[config.mk]
export PLATFORM = sky130hd
export DESIGN_NAME = lin_slave_header_sync
export DESIGN_NICKNAME = d
export VERILOG_FILES = /design/src/hw/lin_slave_pkg.sv /design/src/hw/lin_slave_header_sync.sv
export VERILOG_INCLUDE_DIRS = /design/src /design/src/hw
export SDC_FILE = /design/constraint.sdc
export NUM_CORES = 1
export LEC_CHECK = 0
export BUFFER_PORTS_ARGS = -buffer_cell sky130_fd_sc_hd__buf_2
export CAP_MARGIN = 0
export CORE_MARGIN = 1.5
export CORE_UTILIZATION = 55
export DETAILED_ROUTE_END_ITERATION = 16
export PLACE_DENSITY = 0.78
export SLEW_MARGIN = 5
export SYNTH_ARGS = -nofsm -noshare
export SYNTH_HDL_FRONTEND = slang
export SYNTH_SLANG_ARGS = --single-unit
[constraint.sdc]
create_clock -name pclk -period 6.3 [get_ports pclk]
set_clock_uncertainty 0.05 [all_clocks]
set_input_delay 0.945 -clock pclk [delete_from_list [all_inputs] [get_ports pclk]]
set_output_delay 0.945 -clock pclk [all_outputs]
set_load 0.02 [all_outputs]
[src/hw/lin_slave_defines.svh]
`ifndef LIN_SLAVE_DEFINES_SVH
`define LIN_SLAVE_DEFINES_SVH
// register offsets, byte addresses
`define OFF_STATUS 8'h00
`define OFF_DATA 8'h04
`define OFF_CTRL1 8'h08
`define OFF_CTRL2 8'h0C
`define OFF_CTRL3 8'h10
`define OFF_MANT 8'h14
`define OFF_FRAC 8'h18
`define OFF_HLEN 8'h1C
`define OFF_PRESC 8'h20
// status reset and fixed transmitter bits
`define STATUS_RST 8'hC0
`define STATUS_TX_BITS 2'h3
// control bit positions
`define B_PIE 0
`define B_MUTE 1
`define B_PCE 2
`define B_RIE 5
`define B_SFS 0
`define B_HDF 1
`define B_HIE 2
`define B_HDM 3
`define B_ASE 4
`define B_SLV 5
`define B_LINE 6
`define B_DIVIDER_UPDATE_METHOD 7
// timing
`define OVERSAMPLE 16
`define LAST_SAMPLE 4'hF
`define VOTE_FIRST 4'h7
`define VOTE_LAST 4'h9
`define DATA_BITS 4'h8
`define BREAK_BITS 5'h0B
`define HDR_MAX_BITS 57
`define HDR_MAX_TICKS (`HDR_MAX_BITS * `OVERSAMPLE)
`define SYNC_EDGES 5
`define SYNC_LAST_EDGE 3'(`SYNC_EDGES - 1)
`define MEAS_SHIFT 3
`define DEV_SHIFT_A 3
`define DEV_SHIFT_B 5
`define SYNCH_BYTE 8'h55
`define MEAS_MAX 15'h7FFF
`endif

[src/hw/lin_slave_pkg.sv]
package lin_slave_pkg;
    typedef enum logic [1:0] {
        RX_IDLE = 2'b00,
        RX_START = 2'b01,
        RX_DATA = 2'b10,
        RX_BRK = 2'b11
    } rx_state_t;
    typedef enum logic [1:0] {
        HD_IDLE = 2'b00,
        HD_SYNC = 2'b01,
        HD_ID = 2'b10,
        HD_BLOCK = 2'b11
    } hdr_state_t;
    typedef struct packed {
        logic psel;
        logic penable;
        logic pwrite;
        logic [7:0] paddr;
        logic [31:0] pwdata;
    } apb_req_t;
    typedef struct packed {
        logic [31:0] prdata;
        logic pready;
        logic pslverr;
    } apb_rsp_t;
    typedef struct packed {
        logic [1:0] rx_sync;
        logic rx_prev;
        rx_state_t rx_st;
        logic [3:0] smp;
        logic [3:0] bitc;
        logic [2:0] votes;
        logic [7:0] rx_sh;
        logic noisy;
        logic any_one;
        logic [4:0] low_run;
        hdr_state_t hd_st;
        logic hdr_timing;
        logic [11:0] hdr_ticks;
        logic [7:0] header_length_reg;
        logic [2:0] fall_cnt;
        logic [14:0] synch_measurement;
        logic [11:0] nominal_divider;
        logic [11:0] measured_divider;
        logic [11:0] baud_divider;
        logic [12:0] acc;
        logic tick;
        logic parity_check_enable;
        logic parity_irq_enable;
        logic rx_irq_enable;
        logic rx_mute;
        logic divider_update_method;
        logic lin_enable;
        logic slave_select;
        logic auto_sync_enable;
        logic header_detect_method;
        logic header_irq_enable;
        logic header_detect_flag;
        logic synch_field_state;
        logic [7:0] master_prescaler;
        logic rx_full_flag;
        logic header_error_flag;
        logic noise_flag;
        logic framing_error_flag;
        logic parity_error_flag;
        logic [7:0] serial_data_reg;
        logic armed;
        logic [31:0] prdata;
    } lin_state_t;
endpackage : lin_slave_pkg

[src/hw/lin_slave_header_sync.sv]
`timescale 1ns/10ps
`default_nettype none
`include "lin_slave_defines.svh"
module lin_slave_header_sync (
    // clock and reset
    input wire logic pclk,
    input wire logic presetn,
    // register bus
    input wire lin_slave_pkg::apb_req_t apb_req,
    output wire lin_slave_pkg::apb_rsp_t apb_rsp,
    // link
    input wire logic receive_line,
    // status
    output wire logic irq,
    output wire logic baud_tick
);
    import lin_slave_pkg::*;

    ////////////////////////////////////////////////////////////////////////
    function automatic logic maj3(input logic [2:0] v);
        return (v[0] & v[1]) | (v[1] & v[2]) | (v[0] & v[2]);
    endfunction : maj3

    function automatic logic noisy3(input logic [2:0] v);
        return (|v) & ~(&v);
    endfunction : noisy3

    function automatic logic dev_err(input logic [11:0] m, input logic [11:0] a);
        logic [11:0] d;
        logic [11:0] lim;
        d = (m > a) ? (m - a) : (a - m);
        lim = (a >> `DEV_SHIFT_A) + (a >> `DEV_SHIFT_B);
        return (d > lim) || (m[11:4] == 8'h00);
    endfunction : dev_err

    function automatic logic parity_bad(input logic [7:0] id);
        logic p0;
        logic p1;
        p0 = id[0] ^ id[1] ^ id[2] ^ id[4];
        p1 = ~(id[1] ^ id[3] ^ id[4] ^ id[5]);
        return (p0 != id[6]) || (p1 != id[7]);
    endfunction : parity_bad

    ////////////////////////////////////////////////////////////////////////
    lin_state_t state_ff;
    lin_state_t nxt_state;
    logic slave;
    logic rxl;
    logic fall;
    logic halt;
    logic bv;
    logic ev_char;
    logic ev_fe;
    logic ev_brk;
    logic dlv;
    logic [7:0] dlv_data;
    logic nom_wr;
    logic setup_ph;
    logic acc_ph;
    logic mapped;
    logic [7:0] rd_val;
    logic [7:0] wd;
    logic [11:0] div_sel;
    logic [12:0] acc_sum;
    logic [11:0] meas;

    assign apb_rsp.prdata = state_ff.prdata;
    assign apb_rsp.pready = acc_ph;
    assign apb_rsp.pslverr = acc_ph & ~mapped;
    assign baud_tick = state_ff.tick;
    assign irq = (state_ff.rx_irq_enable & (state_ff.header_error_flag
                 | state_ff.rx_full_flag))
                 | (state_ff.parity_irq_enable & state_ff.parity_error_flag)
                 | (state_ff.header_irq_enable & state_ff.header_detect_flag);

    ////////////////////////////////////////////////////////////////////////
    always_comb begin
        nxt_state = state_ff;
        slave = state_ff.lin_enable & state_ff.slave_select;
        setup_ph = apb_req.psel & ~apb_req.penable;
        acc_ph = apb_req.psel & apb_req.penable;
        wd = apb_req.pwdata[7:0];
        nom_wr = 1'b0;
        dlv = 1'b0;
        dlv_data = state_ff.rx_sh;
        ev_char = 1'b0;
        ev_fe = 1'b0;
        ev_brk = 1'b0;
        meas = state_ff.synch_measurement[14:3];
        // baud generator, fractional divider in sixteenths
        div_sel = slave ? state_ff.baud_divider
                        : {state_ff.master_prescaler, 4'h0};
        acc_sum = state_ff.acc + 13'(`OVERSAMPLE);
        nxt_state.tick = 1'b0;
        if (div_sel == 12'h000) begin
            nxt_state.acc = 13'h0000;
        end else if (acc_sum >= {1'b0, div_sel}) begin
            nxt_state.acc = acc_sum - {1'b0, div_sel};
            nxt_state.tick = 1'b1;
        end else begin
            nxt_state.acc = acc_sum;
        end
        // line synchroniser and edge detect
        nxt_state.rx_sync = {state_ff.rx_sync[0], receive_line};
        rxl = state_ff.rx_sync[1];
        nxt_state.rx_prev = rxl;
        fall = state_ff.rx_prev & ~rxl;
        // register bus read mux
        mapped = 1'b1;
        unique case (apb_req.paddr)
            `OFF_STATUS: rd_val = {`STATUS_TX_BITS, state_ff.rx_full_flag, 1'b0,
                                   state_ff.header_error_flag, state_ff.noise_flag,
                                   state_ff.framing_error_flag,
                                   state_ff.parity_error_flag};
            `OFF_DATA: rd_val = state_ff.serial_data_reg;
            `OFF_CTRL1: rd_val = {5'h00, state_ff.parity_check_enable, 1'b0,
                                  state_ff.parity_irq_enable};
            `OFF_CTRL2: rd_val = {2'h0, state_ff.rx_irq_enable, 3'h0,
                                  state_ff.rx_mute, 1'b0};
            `OFF_CTRL3: rd_val = {state_ff.divider_update_method, state_ff.lin_enable,
                                  state_ff.slave_select, state_ff.auto_sync_enable,
                                  state_ff.header_detect_method,
                                  state_ff.header_irq_enable,
                                  state_ff.header_detect_flag,
                                  state_ff.synch_field_state};
            `OFF_MANT: rd_val = state_ff.baud_divider[11:4];
            `OFF_FRAC: rd_val = {4'h0, state_ff.baud_divider[3:0]};
            `OFF_HLEN: rd_val = state_ff.header_length_reg;
            `OFF_PRESC: rd_val = state_ff.master_prescaler;
            default: begin
                rd_val = 8'h00;
                mapped = 1'b0;
            end
        endcase
        if (setup_ph) begin
            nxt_state.prdata = {24'h000000, rd_val};
        end
        // register bus access phase: clears first, hardware sets later
        if (acc_ph && apb_req.pwrite) begin
            unique case (apb_req.paddr)
                `OFF_CTRL1: begin
                    nxt_state.parity_check_enable = wd[`B_PCE];
                    nxt_state.parity_irq_enable = wd[`B_PIE];
                end
                `OFF_CTRL2: begin
                    nxt_state.rx_irq_enable = wd[`B_RIE];
                    if (!(slave && state_ff.rx_full_flag)) begin
                        nxt_state.rx_mute = wd[`B_MUTE];
                    end
                end
                `OFF_CTRL3: begin
                    nxt_state.divider_update_method = wd[`B_DIVIDER_UPDATE_METHOD];
                    nxt_state.lin_enable = wd[`B_LINE];
                    nxt_state.slave_select = wd[`B_SLV];
                    nxt_state.auto_sync_enable = wd[`B_ASE];
                    nxt_state.header_detect_method = wd[`B_HDM];
                    nxt_state.header_irq_enable = wd[`B_HIE];
                    if (!wd[`B_SFS] && state_ff.synch_field_state) begin
                        nxt_state.synch_field_state = 1'b0;
                        nxt_state.hd_st = HD_IDLE;
                        nxt_state.hdr_timing = 1'b0;
                    end
                end
                `OFF_MANT: begin
                    nom_wr = 1'b1;
                    nxt_state.nominal_divider[11:4] = wd;
                    if (!state_ff.divider_update_method) begin
                        nxt_state.baud_divider = {wd, state_ff.nominal_divider[3:0]};
                    end
                end
                `OFF_FRAC: nxt_state.nominal_divider[3:0] = wd[3:0];
                `OFF_PRESC: nxt_state.master_prescaler = wd;
                default: ;
            endcase
        end
        if (acc_ph && !apb_req.pwrite) begin
            unique case (apb_req.paddr)
                `OFF_STATUS: nxt_state.armed = 1'b1;
                `OFF_DATA: begin
                    nxt_state.rx_full_flag = 1'b0;
                    if (state_ff.armed) begin
                        nxt_state.armed = 1'b0;
                        nxt_state.framing_error_flag = 1'b0;
                        nxt_state.parity_error_flag = 1'b0;
                        nxt_state.noise_flag = 1'b0;
                        if (!state_ff.synch_field_state) begin
                            nxt_state.header_error_flag = 1'b0;
                        end
                    end
                end
                `OFF_CTRL3: begin
                    if (state_ff.armed) begin
                        nxt_state.header_detect_flag = 1'b0;
                        nxt_state.armed = 1'b0;
                    end
                end
                default: ;
            endcase
        end
        // bit receiver, halted while the synch field is measured
        bv = maj3(state_ff.votes);
        halt = slave & state_ff.auto_sync_enable & (state_ff.hd_st == HD_SYNC);
        if (halt) begin
            nxt_state.rx_st = RX_IDLE;
        end else if (state_ff.rx_st == RX_IDLE) begin
            if (fall) begin
                nxt_state.rx_st = RX_START;
                nxt_state.smp = 4'h0;
                nxt_state.noisy = 1'b0;
                nxt_state.any_one = 1'b0;
            end
        end else if (state_ff.tick) begin
            nxt_state.smp = state_ff.smp + 4'h1;
            if (state_ff.smp >= `VOTE_FIRST && state_ff.smp <= `VOTE_LAST) begin
                nxt_state.votes = {rxl, state_ff.votes[2:1]};
            end
            if (state_ff.smp == `LAST_SAMPLE) begin
                nxt_state.noisy = state_ff.noisy | noisy3(state_ff.votes);
                nxt_state.any_one = state_ff.any_one | bv;
                if (bv) begin
                    nxt_state.low_run = 5'h00;
                end else if (state_ff.low_run != 5'h1F) begin
                    nxt_state.low_run = state_ff.low_run + 5'h01;
                end
                unique case (state_ff.rx_st)
                    RX_START: begin
                        nxt_state.rx_st = bv ? RX_IDLE : RX_DATA;
                        nxt_state.bitc = 4'h0;
                    end
                    RX_DATA: begin
                        if (state_ff.bitc < `DATA_BITS) begin
                            nxt_state.rx_sh = {bv, state_ff.rx_sh[7:1]};
                            nxt_state.bitc = state_ff.bitc + 4'h1;
                        end else if (bv) begin
                            ev_char = 1'b1;
                            nxt_state.rx_st = RX_IDLE;
                        end else if (state_ff.any_one) begin
                            ev_fe = 1'b1;
                            nxt_state.rx_st = RX_IDLE;
                        end else begin
                            nxt_state.rx_st = RX_BRK;
                        end
                    end
                    RX_BRK: begin
                        if (bv) begin
                            nxt_state.rx_st = RX_IDLE;
                            ev_brk = (state_ff.low_run >= `BREAK_BITS);
                        end
                    end
                    RX_IDLE: ;
                endcase
            end
        end
        // header time-out and length
        if (state_ff.hdr_timing && state_ff.tick && state_ff.hdr_ticks != 12'hFFF) begin
            nxt_state.hdr_ticks = state_ff.hdr_ticks + 12'h001;
        end
        if (state_ff.hdr_timing && state_ff.hdr_ticks > 12'(`HDR_MAX_TICKS)) begin
            nxt_state.header_error_flag = 1'b1;
            nxt_state.hdr_timing = 1'b0;
            nxt_state.header_length_reg = state_ff.hdr_ticks[11:4];
            if (state_ff.hd_st == HD_SYNC && state_ff.auto_sync_enable) begin
                nxt_state.hd_st = HD_BLOCK;
            end else begin
                nxt_state.hd_st = HD_IDLE;
                nxt_state.synch_field_state = 1'b0;
            end
        end
        // synch field measurement
        if (halt) begin
            if (state_ff.fall_cnt != 3'h0 || fall) begin
                nxt_state.synch_measurement = state_ff.synch_measurement + 15'h0001;
            end
            if (state_ff.synch_measurement == `MEAS_MAX) begin
                nxt_state.header_error_flag = 1'b1;
                nxt_state.hd_st = HD_BLOCK;
                nxt_state.hdr_timing = 1'b0;
            end else if (fall) begin
                nxt_state.fall_cnt = state_ff.fall_cnt + 3'h1;
                if (state_ff.fall_cnt == `SYNC_LAST_EDGE) begin
                    if (dev_err(meas, state_ff.baud_divider)) begin
                        nxt_state.header_error_flag = 1'b1;
                        nxt_state.hd_st = HD_BLOCK;
                        nxt_state.hdr_timing = 1'b0;
                    end else begin
                        nxt_state.measured_divider = meas;
                        if (!nom_wr) begin
                            nxt_state.baud_divider = meas;
                        end
                        nxt_state.synch_field_state = 1'b0;
                        nxt_state.hd_st = HD_ID;
                    end
                end
            end
        end
        // character events
        if (ev_brk) begin
            if (slave) begin
                nxt_state.hd_st = HD_SYNC;
                nxt_state.synch_field_state = 1'b1;
                nxt_state.hdr_timing = state_ff.header_detect_method
                                       | state_ff.auto_sync_enable;
                nxt_state.hdr_ticks = {3'h0, state_ff.low_run, 4'h0};
                nxt_state.fall_cnt = 3'h0;
                nxt_state.synch_measurement = 15'h0000;
                if (!state_ff.header_detect_method) begin
                    nxt_state.header_detect_flag = 1'b1;
                    nxt_state.rx_mute = 1'b0;
                    dlv = 1'b1;
                    dlv_data = 8'h00;
                end
            end else if (!state_ff.rx_mute) begin
                nxt_state.framing_error_flag = 1'b1;
            end
        end
        if (ev_fe) begin
            if (slave && state_ff.hd_st == HD_SYNC) begin
                nxt_state.header_error_flag = 1'b1;
                nxt_state.hd_st = HD_IDLE;
                nxt_state.synch_field_state = 1'b0;
                nxt_state.hdr_timing = 1'b0;
            end else if (slave && state_ff.hd_st == HD_ID) begin
                nxt_state.hd_st = HD_IDLE;
                nxt_state.hdr_timing = 1'b0;
            end
            if (!state_ff.rx_mute) begin
                nxt_state.framing_error_flag = 1'b1;
            end
        end
        if (ev_char) begin
            if (slave && state_ff.hd_st == HD_SYNC) begin
                nxt_state.synch_field_state = 1'b0;
                if (state_ff.rx_sh != `SYNCH_BYTE) begin
                    nxt_state.header_error_flag = 1'b1;
                    nxt_state.hd_st = HD_IDLE;
                    nxt_state.hdr_timing = 1'b0;
                end else begin
                    nxt_state.hd_st = HD_ID;
                    dlv = ~state_ff.header_detect_method & ~state_ff.rx_mute;
                end
            end else if (slave && state_ff.hd_st == HD_ID) begin
                nxt_state.hd_st = HD_IDLE;
                nxt_state.hdr_timing = 1'b0;
                nxt_state.header_length_reg = state_ff.hdr_ticks[11:4];
                if (state_ff.parity_check_enable && parity_bad(state_ff.rx_sh)) begin
                    nxt_state.parity_error_flag = 1'b1;
                end
                if (state_ff.header_detect_method) begin
                    nxt_state.header_detect_flag = 1'b1;
                    nxt_state.rx_mute = 1'b0;
                    dlv = 1'b1;
                end else begin
                    dlv = ~state_ff.rx_mute;
                end
            end else if (!(slave && state_ff.hd_st == HD_BLOCK)) begin
                dlv = ~state_ff.rx_mute;
            end
        end
        // delivery into the data register
        if (dlv) begin
            if (state_ff.rx_full_flag) begin
                nxt_state.header_error_flag = 1'b1;
            end else begin
                nxt_state.serial_data_reg = dlv_data;
                nxt_state.rx_full_flag = 1'b1;
                if (!slave && state_ff.noisy) begin
                    nxt_state.noise_flag = 1'b1;
                end
                if (slave && state_ff.divider_update_method && !halt) begin
                    nxt_state.baud_divider = state_ff.nominal_divider;
                    nxt_state.divider_update_method = 1'b0;
                end
            end
        end
    end

    ////////////////////////////////////////////////////////////////////////
    always_ff @(posedge pclk or negedge presetn) begin
        if (!presetn) begin
            state_ff <= lin_state_t'(0);
        end else begin
            state_ff <= nxt_state;
        end
    end
endmodule : lin_slave_header_sync
`default_nettype wire

==> summary.log <==
INFO  run_status     outcome=finished, violations left
INFO  run_status     failed_checks=DRC
INFO  sta            fin_tns_setup=0ps
INFO  placed_design  place_worst_setup_slack=1160ps
INFO  clocking       h_tree_levels=4
INFO  clocking       post_cts_buffers=0
INFO  synthesis      synth_top_flop_cell=sky130_fd_sc_hd__dfrtp_1
INFO  global_route   grt_antenna_before_repair=0
INFO  die            num_io_pins=82
INFO  pwr            pwr_density_cell=224nW/um^2
INFO  detailed_routing count_of_routing_violations_after_the_opening_detailed_route_iteration=685
INFO  cells_and_area area_growth=8.16%
INFO  sta            period_minus_slack=5250ps
INFO  global_route   overflow=0
INFO  sta            final.period_utilization=0.833
INFO  setup_path     crit_required=6560ps
INFO  sta            slew_headroom=0.229
INFO  global_route   wire_length_of_the_first_global_routing_pass=41100um
INFO  setup_path     data_arrival_time_at_the_worst_slack_endpoint=5510ps
INFO  clocking       cts_num_sinks=152
INFO  global_route   gr-max-usage-layer=met2
INFO  clocking       cts_inserted_buffers=17
INFO  synthesis      synth_sequential_area_ratio=0.371
INFO  die            die_h=140um
INFO  synthesis      synth_warnings=0
INFO  sta            fmax=191MHz
INFO  setup_path     critical_path_class=register to register
INFO  sta            setup_viol=0
INFO  run            maxCapViolCount=0
INFO  synthesis      syn-mean-instance-area=9.28um^2
INFO  worst_hold_path hold_class=register to register
INFO  cells_and_area area.sequential=3800um^2
INFO  synthesis      ys_ff_latch=152
INFO  detailed_routing detail_route.drc_violations=2
INFO  synthesis      distinct_cell_type_count_after_synthesis=72
INFO  die            placeableCoreArea=18100um^2
INFO  detailed_routing detail-route-antenna-nets=0
INFO  detailed_routing detail_route.wl_per_cell=18.3um
INFO  global_route   largest_net_degree_at_the_start_of_global_routing=111
INFO  die            rows=49
INFO  clocking       clk-insertion-delay-late=430ps
INFO  detailed_routing finalWirelength=24900um
INFO  global_route   via_count_of_the_first_global_routing_pass=8098
INFO  pwr            ir_drop=0.197mV
INFO  cells_and_area drive_gt1_frac=0.129
INFO  sta            grt_setup_unrepaired=no
INFO  detailed_routing vias_per_cell=6.09
INFO  detailed_routing drt_pre_antenna_iters=13
INFO  die            initial_core_util=0.565
INFO  clocking       cts_repair_resizes=0
INFO  die            design.die.area=19500um^2
INFO  pwr            intPower=1.83mW
INFO  sta            final.setup.worst_slack=1050ps
INFO  die            die_span_x=140um
INFO  placed_design  detailedPlacementHpwl=18300um
INFO  global_route   grt_util_all_layers=0.264
INFO  global_route   groute.layer.met2.usage=0.439
INFO  clocking       tritoncts=built
INFO  pwr            power.static_leakage=5.20nW
INFO  pwr            p_seq_frac=0.414
INFO  global_route   global_route_track_usage_on_met3=0.0420
INFO  setup_path     worst_setup_path_end_kind=register
INFO  pwr            p_clk_frac=0.440
INFO  synthesis      postSynth.asyncResetShare=1.00
INFO  clocking       clock-root-buffer=sky130_fd_sc_hd__clkbuf_16
INFO  synthesis      synth.cell_area=10200um^2
INFO  clocking       clock_input_transition_at_the_sequential_cells_of_the_worst_setup_and_hold_paths=60ps
INFO  cells_and_area layout.nets=1238
INFO  pwr            p_sw=0.649mW
INFO  cells_and_area multi_input_gate_area=5920um^2
INFO  clocking       cts_hold_repair.buffers=0
INFO  sta            final-hold-violation-count=0
INFO  global_route   global_route.usage.met1=0.355
INFO  clocking       clock_path_buffers=2
INFO  sta            slew_violations=0
INFO  synthesis      synth_enable_flop_cells=0
INFO  setup_path     worst_setup_path_start_kind=register
INFO  detailed_routing total_number_of_vias=8278
INFO  sta            tightestPinTransition=1150ps
INFO  setup_path     timing.critical_path.fanout_max=16
INFO  placed_design  globalplace.congestion=0.931
INFO  cells_and_area fillerInstances=1532
INFO  cells_and_area diodes=0
INFO  placed_design  buffer_ports.inserted=33
INFO  pwr            power_switching_share=0.261
INFO  pwr            power.combinational.fraction=0.146
INFO  synthesis      synthesis.instances=1104
layer usage:
metal / share of wire / up-vias
met1: 0.45 / 3995
met4: 0.018 / 0
met3: 0.057 / 42
met2: 0.48 / 303
met5: 0 / -
li1: - / 3938
critical path, cell delays in order (launching register included):
cell and delay, ps:
sky130_fd_sc_hd__dfrtp_1 620, sky130_fd_sc_hd__inv_1 170, sky130_fd_sc_hd__ha_1 520, sky130_fd_sc_hd__nand2_1 160
sky130_fd_sc_hd__nor4_1 390, sky130_fd_sc_hd__a211o_1 240, sky130_fd_sc_hd__nor2_1 80, sky130_fd_sc_hd__buf_4 180
sky130_fd_sc_hd__mux2i_1 150, sky130_fd_sc_hd__o211ai_1 300, sky130_fd_sc_hd__a31oi_1 150, sky130_fd_sc_hd__xnor2_1 160
sky130_fd_sc_hd__ha_1 220, sky130_fd_sc_hd__a211o_1 220, sky130_fd_sc_hd__o31a_1 330, sky130_fd_sc_hd__a21oi_1 300
sky130_fd_sc_hd__o211ai_4 290, sky130_fd_sc_hd__mux2_2 340, sky130_fd_sc_hd__mux2_2 250
synthesized netlist by cell type (all sizes together), types with 4 or more instances:
| library cell | instances | share of area |
|---|---|---|
| a211o | 7 | 0.0060 |
| a211oi | 7 | 0.0051 |
| a21o | 19 | 0.014 |
| a21oi | 57 | 0.028 |
| a222oi | 5 | 0.0049 |
| a22o | 8 | 0.0068 |
| a22oi | 17 | 0.012 |
| a31oi | 11 | 0.0067 |
| and2 | 12 | 0.0073 |
| and3 | 14 | 0.0085 |
| buf | 49 | 0.032 |
| clkbuf | 18 | 0.0066 |
| dfrtp | 152 | 0.37 |
| fa | 4 | 0.0078 |
| ha | 69 | 0.084 |
| inv | 57 | 0.021 |
| mux2 | 59 | 0.065 |
| mux2i | 31 | 0.030 |
| nand2 | 113 | 0.042 |
| nand2b | 7 | 0.0043 |
| nand3 | 37 | 0.018 |
| nand4 | 23 | 0.014 |
| nor2 | 82 | 0.031 |
| nor2b | 7 | 0.0043 |
| nor3 | 21 | 0.011 |
| nor3b | 4 | 0.0029 |
| nor4 | 15 | 0.011 |
| o211ai | 9 | 0.0079 |
| o21a | 6 | 0.0044 |
| o21ai | 59 | 0.029 |
| o22ai | 5 | 0.0031 |
| o31ai | 5 | 0.0037 |
| or2 | 4 | 0.0024 |
| or3 | 5 | 0.0031 |
| xnor2 | 42 | 0.036 |
| xor2 | 24 | 0.021 |
registers in the layout, indices dropped and copies added, names as in the netlist:
name,flops
apb_rsp,8
baud_tick,1
meas,12
nxt_state,2
state_ff,129
kinds of logic after synthesis:
| family | Yosys count | share of synthesized area |
|---|---|---|
| AND/OR/NAND/NOR | 357 | 0.171 |
| AO/OA/AOI/OAI | 239 | 0.153 |
| other | 1 | 0.000366 |
| XOR/XNOR | 66 | 0.0564 |
| adder cells (fa/ha/maj) | 74 | 0.0930 |
| flip-flops | 152 | 0.371 |
| buffers and inverters | 125 | 0.0597 |
| multiplexers | 90 | 0.0955 |
stage by stage:
stage	utilization	hold WS, ps	power [mW]	cells	cell area, um^2
global route	0.611	323	2.58	1360	11100
floorplan	-	281	1.32	1127	10300
detailed placement	0.576	294	1.40	1329	10500
CTS	0.611	308	2.49	1360	11100
finish	0.611	302	2.48	1360	11100
global placement	0.576	283	1.39	1329	10500
worst paths after layout:
kind / start / endpoint / slack, ps / cells past startpoint
max: state_ff[86]$_DFF_PN0_ / state_ff[91]$_DFF_PN0_ / 1050 / 18
min: nxt_state[187]$_DFF_PN0_ / nxt_state[185]$_DFF_PN0_ / 300 / 0
max reg2reg: state_ff[86]$_DFF_PN0_ / state_ff[91]$_DFF_PN0_ / 1050 / 18
min reg2reg: nxt_state[187]$_DFF_PN0_ / nxt_state[185]$_DFF_PN0_ / 300 / 0
max in group asynchronous: presetn / state_ff[107]$_DFFE_PN0P_ / 4480 / 2
min in group asynchronous: presetn / state_ff[174]$_DFFE_PN0P_ / 590 / 1
cell usage in the layout (no fill, tap or decap), types with 6 or more instances in the layout:
cell	netlist	final
sky130_fd_sc_hd__a211o_1	7	7
sky130_fd_sc_hd__a211oi_1	7	7
sky130_fd_sc_hd__a21o_1	19	19
sky130_fd_sc_hd__a21oi_1	57	57
sky130_fd_sc_hd__a22o_1	8	8
sky130_fd_sc_hd__a22oi_1	17	17
sky130_fd_sc_hd__a31oi_1	11	11
sky130_fd_sc_hd__and2_1	12	12
sky130_fd_sc_hd__and3_1	14	14
sky130_fd_sc_hd__buf_2	12	32
sky130_fd_sc_hd__buf_4	34	7
sky130_fd_sc_hd__clkbuf_16	0	17
sky130_fd_sc_hd__conb_1	1	24
sky130_fd_sc_hd__dfrtp_1	152	152
sky130_fd_sc_hd__ha_1	69	69
sky130_fd_sc_hd__inv_1	57	57
sky130_fd_sc_hd__mux2_2	58	58
sky130_fd_sc_hd__mux2i_1	31	31
sky130_fd_sc_hd__nand2_1	112	112
sky130_fd_sc_hd__nand2b_1	7	7
sky130_fd_sc_hd__nand3_1	37	37
sky130_fd_sc_hd__nand4_1	23	23
sky130_fd_sc_hd__nor2_1	79	79
sky130_fd_sc_hd__nor2b_1	7	7
sky130_fd_sc_hd__nor3_1	20	20
sky130_fd_sc_hd__nor4_1	14	14
sky130_fd_sc_hd__o211ai_1	8	8
sky130_fd_sc_hd__o21a_1	6	6
sky130_fd_sc_hd__o21ai_0	57	57
sky130_fd_sc_hd__xnor2_1	42	42
sky130_fd_sc_hd__xor2_1	24	24
power groups by stage:
| stage | registers, mW | logic, mW | clock network (mW) |
|---|---|---|---|
| floorplan | 1.04 | 0.283 | 0 |
| global placement | 1.04 | 0.351 | 0 |
| detailed placement | 1.04 | 0.359 | 0 |
| CTS | 1.03 | 0.361 | 1.10 |
| global route | 1.03 | 0.405 | 1.15 |
| finish | 1.03 | 0.363 | 1.09 |
layout make-up:
| class | instances | area share |
|---|---|---|
| multi-input combinational | 850 | 0.534 |
| sequential | 152 | 0.343 |
| clock buffer | 21 | 0.0415 |
| tap | 229 | 0.0258 |
| timing repair buffer | 40 | 0.0202 |
| inverter | 58 | 0.0196 |
| clock inverter | 10 | 0.0151 |
Note: power is estimated with default switching activity, not from simulation.
